===== src/rtl/asf_pkg.sv =====
package asf_pkg;
    // ****************************************
    // frame layout
    // ****************************************
    localparam logic [7:0] FRAME_DELIM   = 8'h7E;
    localparam logic [7:0] LEN_HI_BYTE   = 8'h00;
    localparam logic [7:0] AT_RSP_TYPE   = 8'h88;
    localparam logic [7:0] LTX_STAT_TYPE = 8'h89;
    localparam logic [7:0] MDM_STAT_TYPE = 8'h8A;
    localparam logic [7:0] TX_STAT_TYPE  = 8'h8B;
    localparam logic [7:0] NO_REPLY_ID   = 8'h00;
    localparam int         BODY_MAX      = 13;
    localparam int         LEN_W         = 4;
    localparam logic [3:0] AT_BASE_LEN   = 4'h5;
    localparam logic [3:0] AT_DATA_MAX   = 4'h8;
    localparam logic [3:0] MDM_LEN       = 4'h2;
    localparam logic [3:0] LTX_LEN       = 4'h3;
    localparam logic [3:0] TX_LEN        = 4'h7;
    // body index = frame offset minus 3
    localparam int         B_TYPE        = 0;
    localparam int         B_ID          = 1;
    localparam int         B_LTX_STAT    = 2;
    localparam int         B_MDM_STAT    = 1;
    localparam int         B_TX_RSV_HI   = 2;
    localparam int         B_TX_RSV_LO   = 3;
    localparam int         B_TX_DELIV    = 5;
    localparam int         B_TX_DISC     = 6;
    localparam int         B_AT_CMD_HI   = 2;
    localparam int         B_AT_CMD_LO   = 3;
    localparam int         B_AT_STAT     = 4;
    localparam int         B_AT_DATA     = 5;
    localparam int         B_TX_RETRY    = 4;
    // ****************************************
    // status encodings
    // ****************************************
    localparam logic [2:0] AT_OK         = 3'h0;
    localparam logic [2:0] AT_ERROR      = 3'h1;
    localparam logic [2:0] AT_BAD_CMD    = 3'h2;
    localparam logic [2:0] AT_BAD_PARAM  = 3'h3;
    localparam logic [2:0] AT_TX_FAIL    = 3'h4;
    localparam logic [7:0] LTX_NORMAL    = 8'h00;
    localparam logic [7:0] LTX_NO_ACK    = 8'h01;
    localparam logic [7:0] MDM_HW_RESET  = 8'h00;
    localparam logic [7:0] MDM_WDOG      = 8'h01;
    localparam logic [7:0] MDM_WAKE      = 8'h0B;
    localparam logic [7:0] MDM_SLEEP     = 8'h0C;
    localparam logic [15:0] TX_RESERVED  = 16'hFFFE;
    localparam logic [7:0] DLV_SUCCESS   = 8'h00;
    localparam logic [7:0] DLV_MAC_ACK   = 8'h01;
    localparam logic [7:0] DLV_CCA       = 8'h02;
    localparam logic [7:0] DLV_NET_ACK   = 8'h21;
    localparam logic [7:0] DLV_NO_ROUTE  = 8'h25;
    localparam logic [7:0] DLV_RESOURCE  = 8'h31;
    localparam logic [7:0] DLV_INTERNAL  = 8'h32;
    localparam logic [7:0] DLV_TOO_LARGE = 8'h74;
    localparam logic [7:0] DLV_INDIRECT  = 8'h75;
    localparam logic [7:0] DISC_NONE     = 8'h00;
    localparam logic [7:0] DISC_ROUTE    = 8'h02;

    function automatic logic [7:0] asf_checksum(input logic [7:0] sum);
        return 8'hFF - sum;
    endfunction : asf_checksum
endpackage : asf_pkg


===== src/rtl/asf_frame_if.sv =====
`timescale 1ns/100ps
interface asf_frame_if;
    logic       start;
    logic [3:0] len;
    logic [3:0] rd_idx;
    logic [7:0] rd_byte;
    logic       busy;
    modport builder    (output start, len, rd_byte, input rd_idx, busy);
    modport serializer (input start, len, rd_byte, output rd_idx, busy);
endinterface : asf_frame_if


===== src/rtl/asf_framer.sv =====
`timescale 1ns/100ps
//
// Contract
// - AT request answered by AT response frame
// - several responses per request are allowed
// - id at byte 4, command bytes 5-6
// - zero frame id suppresses the reply
// - AT status byte 7 codes 0 to 4
// - query appends data, write omits it
// - legacy transmit completion sends legacy status
// - legacy status 0x00 normal, 0x01 no ack
// - modem status codes at byte 4
// - hardware reset status sent after power-up
// - transmit completion sends transmit status frame
// - broadcast always reports delivery success
// - bytes 5-6 are 0xFFFE, retries byte 7
// - delivery status code at byte 8
// - discovery status 0x00 or 0x02 byte 9
module asf_framer import asf_pkg::*; (
    // clock and reset
    input  wire logic        clock,
    input  wire logic        rstn,
    // at command completion
    input  wire logic        at_req,
    input  wire logic        at_write,
    input  wire logic [7:0]  at_id,
    input  wire logic [15:0] at_cmd,
    input  wire logic [2:0]  at_status,
    input  wire logic [3:0]  at_len,
    input  wire logic [63:0] at_data,
    output logic             at_ack,
    // modem condition event
    input  wire logic        mdm_req,
    input  wire logic [7:0]  mdm_code,
    output logic             mdm_ack,
    // legacy transmit completion
    input  wire logic        ltx_req,
    input  wire logic [7:0]  ltx_id,
    input  wire logic        ltx_noack,
    output logic             ltx_ack,
    // transmit completion
    input  wire logic        tx_req,
    input  wire logic [7:0]  tx_id,
    input  wire logic [7:0]  tx_retry,
    input  wire logic [7:0]  tx_delivery,
    input  wire logic        tx_bcast,
    input  wire logic        tx_route_disc,
    output logic             tx_ack,
    // serial byte stream
    input  wire logic        out_ready,
    output logic             out_valid,
    output logic [7:0]       out_data
);
    asf_frame_if ifc();

    logic [7:0]       body [0:BODY_MAX-1];
    logic [LEN_W-1:0] len;
    logic             start;
    logic             pwr_pend;

    // ****************************************
    // arbitration
    // ****************************************
    wire ack_out  = at_ack | mdm_ack | ltx_ack | tx_ack;
    wire free     = !ifc.busy && !start && !ack_out;
    wire pwr_take = free && pwr_pend;
    wire mdm_take = free && !pwr_pend && mdm_req;
    wire at_take  = free && !pwr_pend && !mdm_req && at_req;
    wire tx_take  = free && !pwr_pend && !mdm_req && !at_req && tx_req;
    wire ltx_take = free && !pwr_pend && !mdm_req && !at_req && !tx_req && ltx_req;
    wire any_take = pwr_take | mdm_take | at_take | tx_take | ltx_take;

    // ****************************************
    // field encoding
    // ****************************************
    wire [3:0] at_clamp  = (at_len > AT_DATA_MAX) ? AT_DATA_MAX : at_len;
    wire [3:0] at_dlen   = at_write ? 4'h0 : at_clamp;
    wire [7:0] at_stat_b = {5'h00, at_status};
    wire [7:0] ltx_stat  = ltx_noack ? LTX_NO_ACK : LTX_NORMAL;
    wire [7:0] tx_deliv  = tx_bcast ? DLV_SUCCESS : tx_delivery;
    wire [7:0] tx_disc   = tx_route_disc ? DISC_ROUTE : DISC_NONE;

    wire [BODY_MAX*8-1:0] mdm_body = {88'h0, pwr_take ? MDM_HW_RESET : mdm_code, MDM_STAT_TYPE};
    wire [BODY_MAX*8-1:0] at_body  = {at_data, at_stat_b, at_cmd[7:0], at_cmd[15:8],
                                      at_id, AT_RSP_TYPE};
    wire [BODY_MAX*8-1:0] tx_body  = {48'h0, tx_disc, tx_deliv, tx_retry,
                                      TX_RESERVED[7:0], TX_RESERVED[15:8], tx_id, TX_STAT_TYPE};
    wire [BODY_MAX*8-1:0] ltx_body = {80'h0, ltx_stat, ltx_id, LTX_STAT_TYPE};

    wire [BODY_MAX*8-1:0] next_body = (pwr_take || mdm_take) ? mdm_body :
                                      at_take ? at_body : tx_take ? tx_body : ltx_body;
    wire [LEN_W-1:0] next_len = (pwr_take || mdm_take) ? MDM_LEN :
                                at_take ? LEN_W'(AT_BASE_LEN + at_dlen) :
                                tx_take ? TX_LEN : LTX_LEN;
    wire id_zero = (at_take && at_id == NO_REPLY_ID) ||
                   (tx_take && tx_id == NO_REPLY_ID) ||
                   (ltx_take && ltx_id == NO_REPLY_ID);
    wire next_start = any_take && !id_zero;

    // ****************************************
    // frame buffer
    // ****************************************
    always_ff @(posedge clock or negedge rstn) begin
        if (!rstn) begin
            start    <= 1'b0;
            pwr_pend <= 1'b1;
            len      <= '0;
            at_ack   <= 1'b0;
            mdm_ack  <= 1'b0;
            ltx_ack  <= 1'b0;
            tx_ack   <= 1'b0;
        end else begin
            start    <= next_start;
            pwr_pend <= pwr_pend && !pwr_take;
            at_ack   <= at_take;
            mdm_ack  <= mdm_take;
            ltx_ack  <= ltx_take;
            tx_ack   <= tx_take;
            if (next_start) begin
                len <= next_len;
            end
        end
    end

    always_ff @(posedge clock or negedge rstn) begin
        if (!rstn) begin
            for (int i = 0; i < BODY_MAX; i++) begin
                body[i] <= '0;
            end
        end else if (next_start) begin
            for (int i = 0; i < BODY_MAX; i++) begin
                body[i] <= next_body[i*8 +: 8];
            end
        end
    end

    assign ifc.start   = start;
    assign ifc.len     = len;
    assign ifc.rd_byte = (ifc.rd_idx < BODY_MAX) ? body[ifc.rd_idx] : 8'h00;

    asf_serializer u_ser (
        .clock     (clock),
        .rstn      (rstn),
        .ifc       (ifc),
        .out_ready (out_ready),
        .out_valid (out_valid),
        .out_data  (out_data)
    );

    // ****************************************
    // checks
    // ****************************************
    a_at_reply: assert property (@(posedge clock) disable iff (!rstn)
        (at_take && at_id != NO_REPLY_ID) |=> start && body[B_TYPE] == AT_RSP_TYPE
            && body[B_ID] == $past(at_id))
        else $error("AT reply not built");
    a_zero_id: assert property (@(posedge clock) disable iff (!rstn)
        (any_take && id_zero) |=> !start ##1 !start)
        else $error("zero id frame was sent");
    a_at_write: assert property (@(posedge clock) disable iff (!rstn)
        (at_take && at_write && at_id != NO_REPLY_ID) |=> len == AT_BASE_LEN)
        else $error("write reply carries data");
    a_ltx_stat: assert property (@(posedge clock) disable iff (!rstn)
        (ltx_take && ltx_id != NO_REPLY_ID) |=> body[B_LTX_STAT] ==
            ($past(ltx_noack) ? LTX_NO_ACK : LTX_NORMAL) && len == LTX_LEN)
        else $error("legacy status wrong");
    a_power_up: assert property (@(posedge clock) disable iff (!rstn)
        pwr_take |=> start && !pwr_pend && body[B_TYPE] == MDM_STAT_TYPE
            && body[B_MDM_STAT] == MDM_HW_RESET)
        else $error("power-up status missing");
    a_bcast_ok: assert property (@(posedge clock) disable iff (!rstn)
        (tx_take && tx_bcast && tx_id != NO_REPLY_ID) |=> body[B_TX_DELIV] == DLV_SUCCESS)
        else $error("broadcast not reported as success");
    a_tx_rsv: assert property (@(posedge clock) disable iff (!rstn)
        (tx_take && tx_id != NO_REPLY_ID) |=> body[B_TX_RSV_HI] == TX_RESERVED[15:8]
            && body[B_TX_RSV_LO] == TX_RESERVED[7:0] && len == TX_LEN)
        else $error("transmit status reserved field wrong");
    a_tx_disc: assert property (@(posedge clock) disable iff (!rstn)
        (tx_take && tx_id != NO_REPLY_ID) |=> body[B_TX_DISC] ==
            ($past(tx_route_disc) ? DISC_ROUTE : DISC_NONE))
        else $error("discovery status wrong");
    a_one_ack: assert property (@(posedge clock) disable iff (!rstn)
        ack_out |-> !free ##1 !ack_out)
        else $error("ack longer than one cycle");
    a_at_cmd: assert property (@(posedge clock) disable iff (!rstn)
        (at_take && at_id != NO_REPLY_ID) |=> body[B_AT_CMD_HI] == $past(at_cmd[15:8])
            && body[B_AT_CMD_LO] == $past(at_cmd[7:0]))
        else $error("AT command bytes wrong");
    a_at_status: assert property (@(posedge clock) disable iff (!rstn)
        (at_take && at_id != NO_REPLY_ID) |=> body[B_AT_STAT] == {5'h00, $past(at_status)})
        else $error("AT status byte wrong");
    a_at_query: assert property (@(posedge clock) disable iff (!rstn)
        (at_take && !at_write && at_id != NO_REPLY_ID && at_len <= AT_DATA_MAX) |=>
            len == LEN_W'(AT_BASE_LEN + $past(at_len)) && body[B_AT_DATA] == $past(at_data[7:0]))
        else $error("query reply data wrong");
    a_ltx_reply: assert property (@(posedge clock) disable iff (!rstn)
        (ltx_take && ltx_id != NO_REPLY_ID) |=> start && body[B_TYPE] == LTX_STAT_TYPE
            && body[B_ID] == $past(ltx_id))
        else $error("legacy status not built");
    a_mdm_code: assert property (@(posedge clock) disable iff (!rstn)
        mdm_take |=> start && body[B_TYPE] == MDM_STAT_TYPE
            && body[B_MDM_STAT] == $past(mdm_code) && len == MDM_LEN)
        else $error("modem status wrong");
    a_tx_reply: assert property (@(posedge clock) disable iff (!rstn)
        (tx_take && tx_id != NO_REPLY_ID) |=> start && body[B_TYPE] == TX_STAT_TYPE
            && body[B_ID] == $past(tx_id))
        else $error("transmit status not built");
    a_tx_deliv: assert property (@(posedge clock) disable iff (!rstn)
        (tx_take && !tx_bcast && tx_id != NO_REPLY_ID) |=> body[B_TX_DELIV] ==
            $past(tx_delivery) && body[B_TX_RETRY] == $past(tx_retry))
        else $error("delivery or retry byte wrong");
    a_one_source: assert property (@(posedge clock) disable iff (!rstn)
        $onehot0({pwr_take, mdm_take, at_take, tx_take, ltx_take}))
        else $error("two sources taken at once");
    a_start_idle: assert property (@(posedge clock) disable iff (!rstn)
        start |-> !ifc.busy)
        else $error("frame launched while busy");
    a_pwr_once: assert property (@(posedge clock) disable iff (!rstn)
        !pwr_pend |=> !pwr_pend)
        else $error("power-up status repeated");
endmodule : asf_framer


===== src/rtl/asf_serializer.sv =====
`timescale 1ns/100ps
module asf_serializer import asf_pkg::*; (
    // clock and reset
    input  wire logic        clock,
    input  wire logic        rstn,
    // frame buffer side
    asf_frame_if.serializer  ifc,
    // byte stream
    input  wire logic        out_ready,
    output logic             out_valid,
    output logic [7:0]       out_data
);
    typedef enum logic [2:0] {
        SER_IDLE, SER_DELIM, SER_LEN_HI, SER_LEN_LO, SER_BODY, SER_SUM
    } asf_ser_state_type;

    asf_ser_state_type state;
    asf_ser_state_type next_state;
    logic [3:0]        idx;
    logic [7:0]        sum;
    logic [3:0]        next_idx;
    logic [7:0]        next_sum;
    logic [7:0]        next_data;
    logic              next_valid;

    wire accept = out_valid && out_ready;
    wire last   = (idx == ifc.len);

    assign ifc.rd_idx = idx;
    assign ifc.busy   = (state != SER_IDLE);

    // ****************************************
    // byte sequencing
    // ****************************************
    always_comb begin
        next_state = state;
        next_idx   = idx;
        next_sum   = sum;
        next_data  = out_data;
        next_valid = out_valid;
        unique case (state)
            SER_IDLE: begin
                if (ifc.start) begin
                    next_state = SER_DELIM;
                    next_data  = FRAME_DELIM;
                    next_valid = 1'b1;
                end
            end
            SER_DELIM: begin
                if (accept) begin
                    next_state = SER_LEN_HI;
                    next_data  = LEN_HI_BYTE;
                end
            end
            SER_LEN_HI: begin
                if (accept) begin
                    next_state = SER_LEN_LO;
                    next_data  = {4'h0, ifc.len};
                    next_idx   = '0;
                end
            end
            SER_LEN_LO, SER_BODY: begin
                if (accept) begin
                    if (state == SER_BODY && last) begin
                        next_state = SER_SUM;
                        next_data  = asf_checksum(sum);
                    end else begin
                        next_state = SER_BODY;
                        next_data  = ifc.rd_byte;
                        next_sum   = (state == SER_LEN_LO) ? ifc.rd_byte : sum + ifc.rd_byte;
                        next_idx   = idx + 4'h1;
                    end
                end
            end
            SER_SUM: begin
                if (accept) begin
                    next_state = SER_IDLE;
                    next_valid = 1'b0;
                end
            end
        endcase
    end

    always_ff @(posedge clock or negedge rstn) begin
        if (!rstn) begin
            state     <= SER_IDLE;
            idx       <= '0;
            sum       <= '0;
            out_valid <= 1'b0;
            out_data  <= '0;
        end else begin
            state     <= next_state;
            idx       <= next_idx;
            sum       <= next_sum;
            out_valid <= next_valid;
            out_data  <= next_data;
        end
    end

    // ****************************************
    // checks
    // ****************************************
    a_delim_first: assert property (@(posedge clock) disable iff (!rstn)
        (state == SER_IDLE && ifc.start) |=> out_valid && out_data == FRAME_DELIM)
        else $error("frame did not open with delimiter");
    a_sum_closes: assert property (@(posedge clock) disable iff (!rstn)
        (state == SER_SUM && accept) |=> !out_valid && state == SER_IDLE)
        else $error("frame did not end after checksum");
    a_byte_held: assert property (@(posedge clock) disable iff (!rstn)
        (out_valid && !out_ready) |=> out_valid && $stable(out_data))
        else $error("byte changed while stalled");
endmodule : asf_serializer


===== config.mk =====
export PLATFORM = sky130hd
export DESIGN_NAME = asf_framer
export DESIGN_NICKNAME = d
export VERILOG_FILES = /design/src/rtl/asf_pkg.sv /design/src/rtl/asf_frame_if.sv /design/src/rtl/asf_framer.sv /design/src/rtl/asf_serializer.sv
export SDC_FILE = /design/constraint.sdc
export NUM_CORES = 1
export LEC_CHECK = 0
export ABC_AREA = 1
export BUFFER_PORTS_ARGS = -buffer_cell sky130_fd_sc_hd__clkbuf_2
export CORE_MARGIN = 1.5
export CORE_UTILIZATION = 40
export DETAILED_ROUTE_END_ITERATION = 8
export MAX_ROUTING_LAYER = met4
export SYNTH_ARGS = -nofsm -noshare
export SYNTH_HDL_FRONTEND = slang
export SYNTH_HIERARCHICAL = 1
export SYNTH_SLANG_ARGS = --single-unit

===== constraint.sdc =====
create_clock -name clock -period 3.6 [get_ports clock]
set_input_delay 0.72 -clock clock [delete_from_list [all_inputs] [get_ports clock]]
set_output_delay 0.72 -clock clock [all_outputs]
set_load 0.01 [all_outputs]

Word-level counts from Yosys, hierarchy flattened. Index checks and enable logic that the tools add are counted.

Register bits after elaboration: 138. Input port bits: 146. Output and inout bits: 13. Word-level logic and storage cells: 134.

Add/subtract/negate cells: 4. Magnitude comparators: 3. Eq/ne operators: 12. Muxes and demuxes: 37. Bitwise gates (word level): 9. Reductions and logical operators: 44.

Operator list (number): $mux W104 (2); $mux W8 (11); $mux W50 (1); $bmux W8 S4 (1); $pmux W8 S4 (1); $mux W4 (7); $logic_not A8 Y1 (3); $logic_and A1 B1 Y1 (18); $mux W3 (6); $pmux W3 S5 (1); $reduce_and A5 Y1 (2); $logic_not A1 Y1 (9); $add A8 B8 Y8 (1); $ne A2 B1 Y1 const B (4); $pmux W4 S2 (1); $sub A8 B8 Y8 const A (1); $or A1 B1 Y1 (7); $eq A3 B2 Y1 const B (2); $eq A3 B3 Y1 const B (2); $reduce_and A3 Y1 (2); $ge A5 B5 Y1 const B (1); $not A4 Y5 (1); $add A3 B4 Y4 const A (1); $add A4 B1 Y4 const B (1); 16 further kinds (23).

Logic depth before layout (Yosys ltp). Gate-level depths: netlist (run 1).

Depth in word-level cells: 14. Gate-level depth with buffers: 19. Gate-level depth less buffers: 18.

Hierarchy. The synthesis (run 1) kept the hierarchy.

By module, submodules not included: asf_framer (instances 1, cells an instance 946, area an instance 6284.8 um^2, sequential area each 2728.9 um^2); asf_serializer (instances 1, cells an instance 244, area an instance 1858.0 um^2, sequential area each 600.6 um^2).

Worst setup path after synthesis (run 1). Ideal clock, no wire load.

Path type: reg2reg. From: reg u_ser.idx[0], in the netlist u_ser/ifc.rd_idx[0]. To: reg u_ser.sum[6]. Library setup time: 0.116 ns. Arrival time: 2.643 ns. Data required time: 3.484 ns. Path slack: 0.840 ns. Stages on the path, launching flop included: 18. Path buffers: 1. Clock period less this slack: 2.760 ns. Cells stage by stage: dfrtp_1 > inv_2 > nor2_1 > clkbuf_1 > nand2_1 > o2111ai_1 > o211ai_1 > o21ai_0 > ha_1 > inv_1 > fa_1 > nand3b_1 > nand2_1 > nand3_1 > nand3_1 > nand3_1 > nand2_1 > nand2_1.

Cells in the longest elaborated chain, start to end: 7. Elaborated cells between the ends (all ways): 12. Classes of those cells: add/sub: 1; order compare: 1; eq/ne: 1; mux: 5; bitwise: 2; reduce/logical: 2.

RTL lines: start: declaration (RTL line asf_serializer.sv:19) `logic [3:0] idx;`; start signal: assignment (RTL line asf_serializer.sv:93) `idx <= next_idx;`; $not A4 Y5 (implied by the code) (RTL line asf_framer.sv:139) `assign ifc.rd_byte = (ifc.rd_idx < BODY_MAX) ? body[ifc.rd_idx] : 8'h00;`; $bmux W8 S4 (RTL line asf_framer.sv:139); $mux W8 (implied by the code) (2 in a row) (RTL line asf_framer.sv:139); $mux W8 (*) (RTL line asf_framer.sv:139); net ifc.rd_byte[0] (RTL line asf_frame_if.sv:6) `logic [7:0] rd_byte;`; $add A8 B8 Y8 (*) (RTL line asf_serializer.sv:70) `next_sum = (state == SER_LEN_LO) ? ifc.rd_byte : sum + ifc.rd_byte;`; $mux W8 (*) (RTL line asf_serializer.sv:70); end signal: assignment (RTL line asf_serializer.sv:94) `sum <= next_sum;`; end: declaration (RTL line asf_serializer.sv:20) `logic [7:0] sum;`.

Mark *: on every way through the listed nets, which the timed path passes. The rest lies on a longest branch. The select of a mux whose other input is x is not followed. A chain may end at the register's enable or synchronous reset.

Final worst setup path (run 1).
From: reg u_ser.idx[1], in the netlist u_ser/ifc.rd_idx[1]. To: reg u_ser.sum[6].

Same word-level chain as after synthesis.

==> PnR_summary.wiki, run 1 <==
{| class="wikitable"
! Metric !! Value
|-
| Total DRC errors in the routed layout || 0
|-
| Total of max-cap violations || 0
|-
| Number of placed I/O pins || 159
|-
| CP cell instances || inv_1 > nand2_1 > inv_2 > nand2_1 > o2111ai_1 > o211ai_1 > o21ai_0 > ha_1 > inv_1 > fa_1 > nand3b_1 > nand2_1 > nand3_1 > nand3_1 > nand3_1 > nand2_1 > nand2_1
|-
| Maximum number of pins on one net before global-route repair || 69
|-
| Critical path's most frequent cell || nand2_1
|-
| Mean instance size in the synthesized netlist || 6.84 um2
|-
| Primary FF master, synth || dfrtp_1
|-
| Level count of the clock H-tree || 4
|-
| X dimension of the die || 146 um
|-
| Antenna Nets Post-Route || 0
|-
| Setup TNS after final layout || 0 ps
|-
| Critical path start-end classification || reg2reg
|-
| Crit path largest cell delay || 400 ps
|-
| Leakage Power || 5.57 nW
|-
| Average wire per standard cell || 14.1 um
|-
| Seq/Total Area, Yosys || 40.9%
|-
| Reg2Reg Capture Point || u_ser/sum[6]$_DFFE_PN0P_
|-
| Startpoint of the worst register-to-register path || u_ser/ifc.rd_idx[1]$_DFFE_PN0P_
|-
| Core footprint || 20100 um2
|-
| CTS Hold Bufs || 0
|-
| Cell internal power dissipation || 2.73 mW
|-
| Post-CTS repair timing setup buffer count || 0
|-
| Ratio of cells with drive above 1 in the final layout || 18.7%
|-
| Synthesized Nets || 1346
|-
| Vias after detailed routing || 7709
|-
| Clock-pin slew on the worst setup and hold paths || 60 ps
|-
| Total clock buffers created by CTS || 17
|-
| Leading cell types in the layout, fill and taps excluded || 517 x nand2_1, 157 x clkbuf_2, 132 x dfrtp_1
|-
| DIE HEIGHT || 146 um
|-
| Total power density per cell area || 377 nW/um2
|-
| Global-route usage over all layers || 22.8%
|-
| Min Clock Period, post-route || 2890 ps
|-
| Post-CTS Resized || 0
|-
| DR pass1 iterations || 6
|-
| Port bufs || 158
|-
| Count of inserted antenna diode cells || 0
|-
| Switching pwr || 930 uW
|-
| Upper clock frequency limit || 345 MHz
|-
| Flop pwr share || 43.7%
|-
| Max FO, Critical Path || 27
|-
| Clock latency of the later-clocked register in the worst-skew pair || 430 ps
|-
| Maximum resistive drop on vdd || 0.279 mV
|-
| Clock tree root buffer cell || clkbuf_16
|-
| Number of synthesized register bits || 133
|-
| Total routed wirelength || 22700 um
|-
| Count of endpoints failing hold in the final timing report || 0
|-
| Detailed Place HPWL || 16600 um
|-
| Overall die area || 21200 um2
|-
| Cell at the slowest stage of the critical path || fa_1
|-
| Most common cell after layout, fill and taps aside || nand2_1
|-
| Cell count of the worst reg-to-reg path || 17
|-
| Number of enable-type register cells in the synthesized netlist || 0
|-
| Crit start category || flop
|-
| Effective utilization at floorplan || 40.5%
|-
| Final layout net count || 1482
|-
| Relative contribution of combinational cells to total power || 7.3%
|-
| Setup repair after global routing missed its margin || false
|-
| Crit share post-route || 80.4%
|-
| Worst-case clock skew || 9.91 ps
|-
| Count of distinct cell types in the synthesized netlist || 50
|-
| Worst Path Required || 3920 ps
|-
| Final setup violation count || 0
|-
| Min-delay worst type || in2async
|-
| Sink Count || 133
|-
| Global-route wire length before repair || 37300 um
|-
| Switching Share || 25.4%
|-
| Grt ovf || 0
|-
| Clock power frac || 48.9%
|-
| Number of global-route vias before repair || 7222
|-
| Sort of element at the end of the critical path || flop
|-
| Layout Utilization || 48.4%
|-
| Final estimated routing congestion in global placement || 0.853
|-
| Setup slack, reg-to-reg || 710 ps
|-
| Synthesized instance count || 1190
|-
| DR vias/cell || 4.79
|-
| Slew at the pin closest to its max-slew limit || 681 ps
|-
| Initial antenna violation count || 0
|-
| Cell area after synthesis || 8140 um2
|-
| Arrival @ worst endpoint || 3210 ps
|-
| P&R area growth vs syn || 19.5%
|-
| Rows || 52
|-
| Count of pins over their slew limit || 0
|-
| DRT iter0 DRCs || 591
|-
| Synth warn || 6
|-
| TritonCTS clock tree || yes
|-
| Worst max-slew margin expressed relative to the limit || 54.6%
|-
| Max Root-Sink Buffers || 2
|-
| Result of the run || finished clean
|-
| Post-synthesis async set-or-reset flop share || 100%
|}
-- metrics by stage --
| step | instance area, um2 | instances | setup WS, ps | hold slack [ps] | power (mW) |
|---|---|---|---|---|---|
| 4_1_cts | 9730 | 1609 | 706 | 330 | 3.69 |
| 5_1_grt | 9730 | 1609 | 377 | 335 | 3.82 |
| 3_3_place_gp | 9120 | 1577 | 776 | 447 | 1.90 |
| 3_5_place_dp | 9120 | 1577 | 712 | 452 | 1.90 |
| 6_report | 9730 | 1609 | 705 | 284 | 3.66 |
| 2_1_floorplan | 8140 | 1190 | 840 | 424 | 1.74 |
-- registers in the layout (all words and copies together), names as in the netlist --
signal,cells
ifc.start,1
u_ser/sum,8
at_ack,1
body,99
pwr_pend,1
ltx_ack,1
u_ser/state,3
tx_ack,1
u_ser/ifc.rd_idx,4
u_ser/out_valid,1
u_ser/out_data,8
mdm_ack,1
ifc.len,4
-- worst max-delay path by stage --
| stage | slack (ps) | to | cells after the start | startpoint |
|---|---|---|---|---|
| 2_1_floorplan | 840 | u_ser/sum[6]$_DFFE_PN0P_ | 17 | u_ser/ifc.rd_idx[0]$_DFFE_PN0P_ |
| 3_3_place_gp | 780 | u_ser/sum[6]$_DFFE_PN0P_ | 17 | u_ser/ifc.rd_idx[0]$_DFFE_PN0P_ |
| 3_5_place_dp | 710 | u_ser/sum[6]$_DFFE_PN0P_ | 17 | u_ser/ifc.rd_idx[0]$_DFFE_PN0P_ |
| 4_1_cts | 710 | u_ser/sum[6]$_DFFE_PN0P_ | 17 | u_ser/ifc.rd_idx[0]$_DFFE_PN0P_ |
| 5_1_grt | 380 | u_ser/sum[6]$_DFFE_PN0P_ | 16 | u_ser/ifc.rd_idx[0]$_DFFE_PN0P_ |
| 6_report | 710 | u_ser/sum[6]$_DFFE_PN0P_ | 17 | u_ser/ifc.rd_idx[1]$_DFFE_PN0P_ |
-- cells in the mapped netlist, types with 9 or more instances --
cell / number / area (um2)
a21oi_1: 22 / 110
nand3_1: 34 / 170
o211ai_1: 15 / 113
ha_1: 9 / 113
nand4_1: 13 / 81.3
buf_4: 13 / 97.6
nand2_1: 518 / 1940
inv_1: 122 / 458
dfrtp_1: 132 / 3300
o21ai_0: 60 / 300
clkbuf_1: 27 / 101
nor2_1: 112 / 420
-- logic make-up (layout without fill, tap and decap cells) --
group,after synthesis,in the layout,share of synthesized area (%)
AND/OR/NAND/NOR,715,715,36.4
buffers and inverters,187,336,9.99
AO/OA/AOI/OAI,138,138,10.2
flip-flops,133,133,40.9
adder cells (fa/ha/maj),10,10,1.63
XOR/XNOR,6,6,0.738
multiplexers,1,1,0.138
-- worst max-delay path, delay by kind of cell (launching register included) --
| family | cells | cell delay, ps |
|---|---|---|
| adders and majority gates | 2 | 620 |
| AOI/OAI and AO/OA | 3 | 450 |
| buffers and inverters | 3 | 490 |
| DFF | 1 | 390 |
| and+or+nand+nor | 9 | 830 |
-- layout make-up --
| type | count | area [um2] |
|---|---|---|
| Fill cell | 2062 | 10400 |
| Multi-Input combinational cell | 870 | 4020 |
| Sequential cell | 133 | 3330 |
| Timing Repair Buffer | 172 | 940 |
| Inverter | 132 | 495 |
| Clock buffer | 18 | 439 |
| Tap cell | 270 | 338 |
| Clock inverter | 14 | 168 |
-- power by group through the flow --
stage	registers, mW	clock network, mW	logic [mW]
after floorplan	1.61	0	0.130
after global placement	1.63	0	0.268
after detailed placement	1.63	0	0.271
after CTS	1.60	1.82	0.273
after global routing	1.61	1.91	0.312
final	1.60	1.79	0.268
-- routing by layer --
layer  vias to the layer above  GRT usage [%]  part of all wire, %
li1                       3957              -                    -
met1                      3530           31.9                   49
met2                       197           33.8                   44
met3                        25           3.79                  4.6
met5                         -              -                    0
met4                         0           6.84                  1.7
No activity file was read; power rests on OpenSTA's default activity.
==> run 2: changes to the inputs <==
--- a/config.mk
+++ b/config.mk
@@ -5,7 +5,7 @@
 export SDC_FILE = /design/constraint.sdc
 export NUM_CORES = 1
 export LEC_CHECK = 0
-export ABC_AREA = 1
+export ABC_AREA = 0
 export BUFFER_PORTS_ARGS = -buffer_cell sky130_fd_sc_hd__clkbuf_2
 export CORE_MARGIN = 1.5
 export CORE_UTILIZATION = 40
==> constraint.sdc (replaced) <==
create_clock -name clock -period 2.9 [get_ports clock]
set_input_delay 0.58 -clock clock [delete_from_list [all_inputs] [get_ports clock]]
set_output_delay 0.58 -clock clock [all_outputs]
set_load 0.01 [all_outputs]
==> run 2 against run 1 <==
  * Global-route usage decreased by 1.5 points
  * Routed wire length is 11% lower
  * Clock power is 29% higher
  * Utilization increased by 3.4 points
  * Sequential share of layout area is 0.18 points lower
  * Register-to-register slack worse by 690 ps
  * Non-clock buffer count grew 43
  * Sequential power rose by 76%
  * Final cell count is 23% lower
  * Count of clock-buffer cells in the layout did not move
  * Critical endpoint is now u_ser/sum[7]$_DFFE_PN0P_
  * Largest power group is now combinational logic
==> PnR_summary.wiki, run 2 <==
{| class="wikitable"
! Metric !! Value
|-
| Result of the run || finished clean
|-
| Arrival @ worst endpoint || 3150 ps
|-
| Final setup violation count || 0
|-
| Count of inserted antenna diode cells || 0
|-
| Flop pwr share || 29.1%
|-
| Worst max-slew margin expressed relative to the limit || 47.1%
|-
| DIE HEIGHT || 142 um
|-
| Global-route usage over all layers || 21.3%
|-
| DR vias/cell || 5.08
|-
| Launch point of the worst path || u_ser/ifc.rd_idx[0]$_DFFE_PN0P_
|-
| Initial antenna violation count || 0
|-
| Antenna Nets Post-Route || 0
|-
| Startpoint of the worst register-to-register path || u_ser/ifc.rd_idx[0]$_DFFE_PN0P_
|-
| Max Root-Sink Buffers || 2
|-
| Total routed wirelength || 20100 um
|-
| Total of max-cap violations || 0
|-
| Post-Synth XOR/XNOR Area || 0.902%
|-
| Number of synthesized register bits || 133
|-
| Slew at the pin closest to its max-slew limit || 786 ps
|-
| Average wire per standard cell || 16.3 um
|-
| Cell type with the highest aggregate area in the netlist || dfrtp_1
|-
| Total clock buffers created by CTS || 17
|-
| Final layout net count || 1118
|-
| Effective utilization at floorplan || 41.1%
|-
| DRT iter0 DRCs || 404
|-
| Cell internal power dissipation || 6.03 mW
|-
| P&R area growth vs syn || 26.0%
|-
| Global-route wire length before repair || 31800 um
|-
| Max FO, Critical Path || 15
|-
| Grt ovf || 0
|-
| Ratio of cells with drive above 1 in the final layout || 32.7%
|-
| Min Clock Period, post-route || 2890 ps
|-
| Synthesized Nets || 933
|-
| Total DRC errors in the routed layout || 0
|-
| Leading cell types in the layout, fill and taps excluded || 157 x clkbuf_2, 131 x dfrtp_1, 88 x nand2_1
|-
| Core footprint || 18900 um2
|-
| Min-delay worst type || in2async
|-
| Synthesized instance count || 777
|-
| CTS Hold Bufs || 0
|-
| Flip-flop count of the largest register after layout || 99
|-
| Vias after detailed routing || 6277
|-
| Number of placed I/O pins || 159
|-
| Synth warn || 6
|-
| Largest registers in the final layout || body x99, u_ser/out_data x8, u_ser/sum x8
|-
| Worst-case clock skew || 15.9 ps
|-
| Count of endpoints failing hold in the final timing report || 0
|-
| Crit share post-route || 99.6%
|-
| Number of enable-type register cells in the synthesized netlist || 0
|-
| Most frequent cell after synthesis || dfrtp_1
|-
| Leakage Power || 4.39 nW
|-
| TritonCTS clock tree || yes
|-
| Post-synth top area share || 42.5%
|-
| Maximum resistive drop on vdd || 0.783 mV
|-
| Slack of the critical path || 11.9 ps
|-
| Number of global-route vias before repair || 6087
|-
| Level count of the clock H-tree || 4
|-
| Final estimated routing congestion in global placement || 0.884
|-
| Critical path start-end classification || reg2reg
|-
| Mean instance size in the synthesized netlist || 10.0 um2
|-
| Worst Path Required || 3170 ps
|-
| Switching Share || 37.5%
|-
| Sink Count || 133
|-
| Clock-pin slew on the worst setup and hold paths || 60 ps
|-
| Count of distinct cell types in the synthesized netlist || 64
|-
| Maximum number of pins on one net before global-route repair || 72
|-
| Sort of element at the end of the critical path || flop
|-
| Switching pwr || 3.62 mW
|-
| Basic-gate share of the synthesized area counting and, or, nand and nor cells || 12.7%
|-
| Primary FF master, synth || dfrtp_1
|-
| Top cell types by occurrence after synthesis || 132 x dfrtp_1, 88 x nand2_1, 73 x inv_1
|-
| Post-synthesis mux area share || 19.9%
|-
| Number of fill cells || 1792
|-
| Upper clock frequency limit || 346 MHz
|-
| Count of pins over their slew limit || 0
|-
| Setup repair after global routing missed its margin || true
|-
| Overall die area || 20300 um2
|-
| Seq/Total Area, Yosys || 42.9%
|-
| Port bufs || 158
|-
| Clock tree root buffer cell || clkbuf_16
|-
| Relative contribution of combinational cells to total power || 46.9%
|-
| Largest cells by area after synthesis || dfrtp_1 43%, mux2i_1 9.0%, mux4_2 4.6%
|-
| Adder-cell share of the synthesized area || 1.71%
|-
| Cell area after synthesis || 7770 um2
|-
| Main combinational cell family by area after synthesis || multiplexers
|-
| Most common cell after layout, fill and taps aside || clkbuf_2
|-
| Setup slack after placement || -135 ps
|-
| Clock power frac || 24.0%
|-
| Cell count of the worst reg-to-reg path || 11
|-
| Post-synthesis compound-gate area fraction || 14.1%
|-
| Clock latency of the later-clocked register in the worst-skew pair || 430 ps
|-
| Post-synthesis async set-or-reset flop share || 100%
|-
| DR pass1 iterations || 5
|-
| Final hold slack || 113 ps
|-
| Register with the most flip-flops || body
|-
| Detailed Place HPWL || 15200 um
|-
| X dimension of the die || 142 um
|-
| Crit start category || flop
|-
| Rows || 50
|-
| Total power density per cell area || 987 nW/um2
|}
[run 2: kinds of logic (layout without fill, tap and decap cells)]
family,count (synthesis),in the layout
AND/OR/NAND/NOR,210,210
AO/OA/AOI/OAI,165,165
flip-flops,133,133
multiplexers,129,129
buffers and inverters,122,320
adder cells (fa/ha/maj),10,10
XOR/XNOR,8,8
[run 2: path summary, 6_finish.rpt]
| kind | endpoint | slack (ps) |
|---|---|---|
| min reg2reg | body[63]$_DFFE_PN0P_ | 490 |
| min | mdm_ack$_DFF_PN0_ | 110 |
| max in group asynchronous | body[6]$_DFFE_PN0P_ | 2060 |
| max | u_ser/sum[7]$_DFFE_PN0P_ | 10 |
| min in group clock | body[22]$_DFFE_PN0P_ | 360 |
| max reg2reg | u_ser/sum[7]$_DFFE_PN0P_ | 10 |
[run 2: what timing repair did]
item                       in CTS  in global routing
pin swaps                       2                  6
buffers inserted                2                  5
resized for setup               8                 12
setup endpoints to repair       3                 20
[run 2: stage by stage]
stage	util (%)	TNS [ps]	instance area, um2	power (mW)	std cells
after floorplan	-	-40.4	7810	6.07	777
after global placement	47.8	-42.9	9030	7.13	1196
after detailed placement	47.8	-135	9030	7.17	1196
after CTS	51.3	-13.3	9690	9.60	1230
after global routing	51.8	-424	9780	10.3	1235
final	51.8	0	9780	9.65	1235
[run 2: final cells by class]
class | count | area, um2 | area share, %
inverter | 73 | 274 | 2.80
timing repair buffer | 215 | 1300 | 13.3
clock inverter | 14 | 198 | 2.02
sequential | 133 | 3330 | 34.0
clock buffer | 18 | 429 | 4.39
tap | 260 | 325 | 3.33
multi-input combinational | 522 | 3920 | 40.1
[run 2: per-layer routing]
layer	GRT usage, %	share of wire [%]
met5	-	0
met4	6.08	1.4
met3	3.77	3.8
met2	33.1	48
met1	28.7	47
[run 2: power groups by stage]
stage / combinational [mW] / clock, mW / sequential [mW]
2_1_floorplan: 3.33 / 0 / 2.74
3_3_place_gp: 4.29 / 0 / 2.84
3_5_place_dp: 4.33 / 0 / 2.84
4_1_cts: 4.43 / 2.35 / 2.82
5_1_grt: 4.99 / 2.43 / 2.88
6_report: 4.53 / 2.31 / 2.81
[run 2: worst max-delay path: stages (launching register included)]
cell      delay [ps]
dfrtp_2          420
buf_12           160
buf_4            140
mux4_2           350
nor2_1            50
o31ai_1          340
ha_1             360
and3_1           210
a221oi_4         320
nor2b_1           80
o21ai_1          170
o311ai_2         120
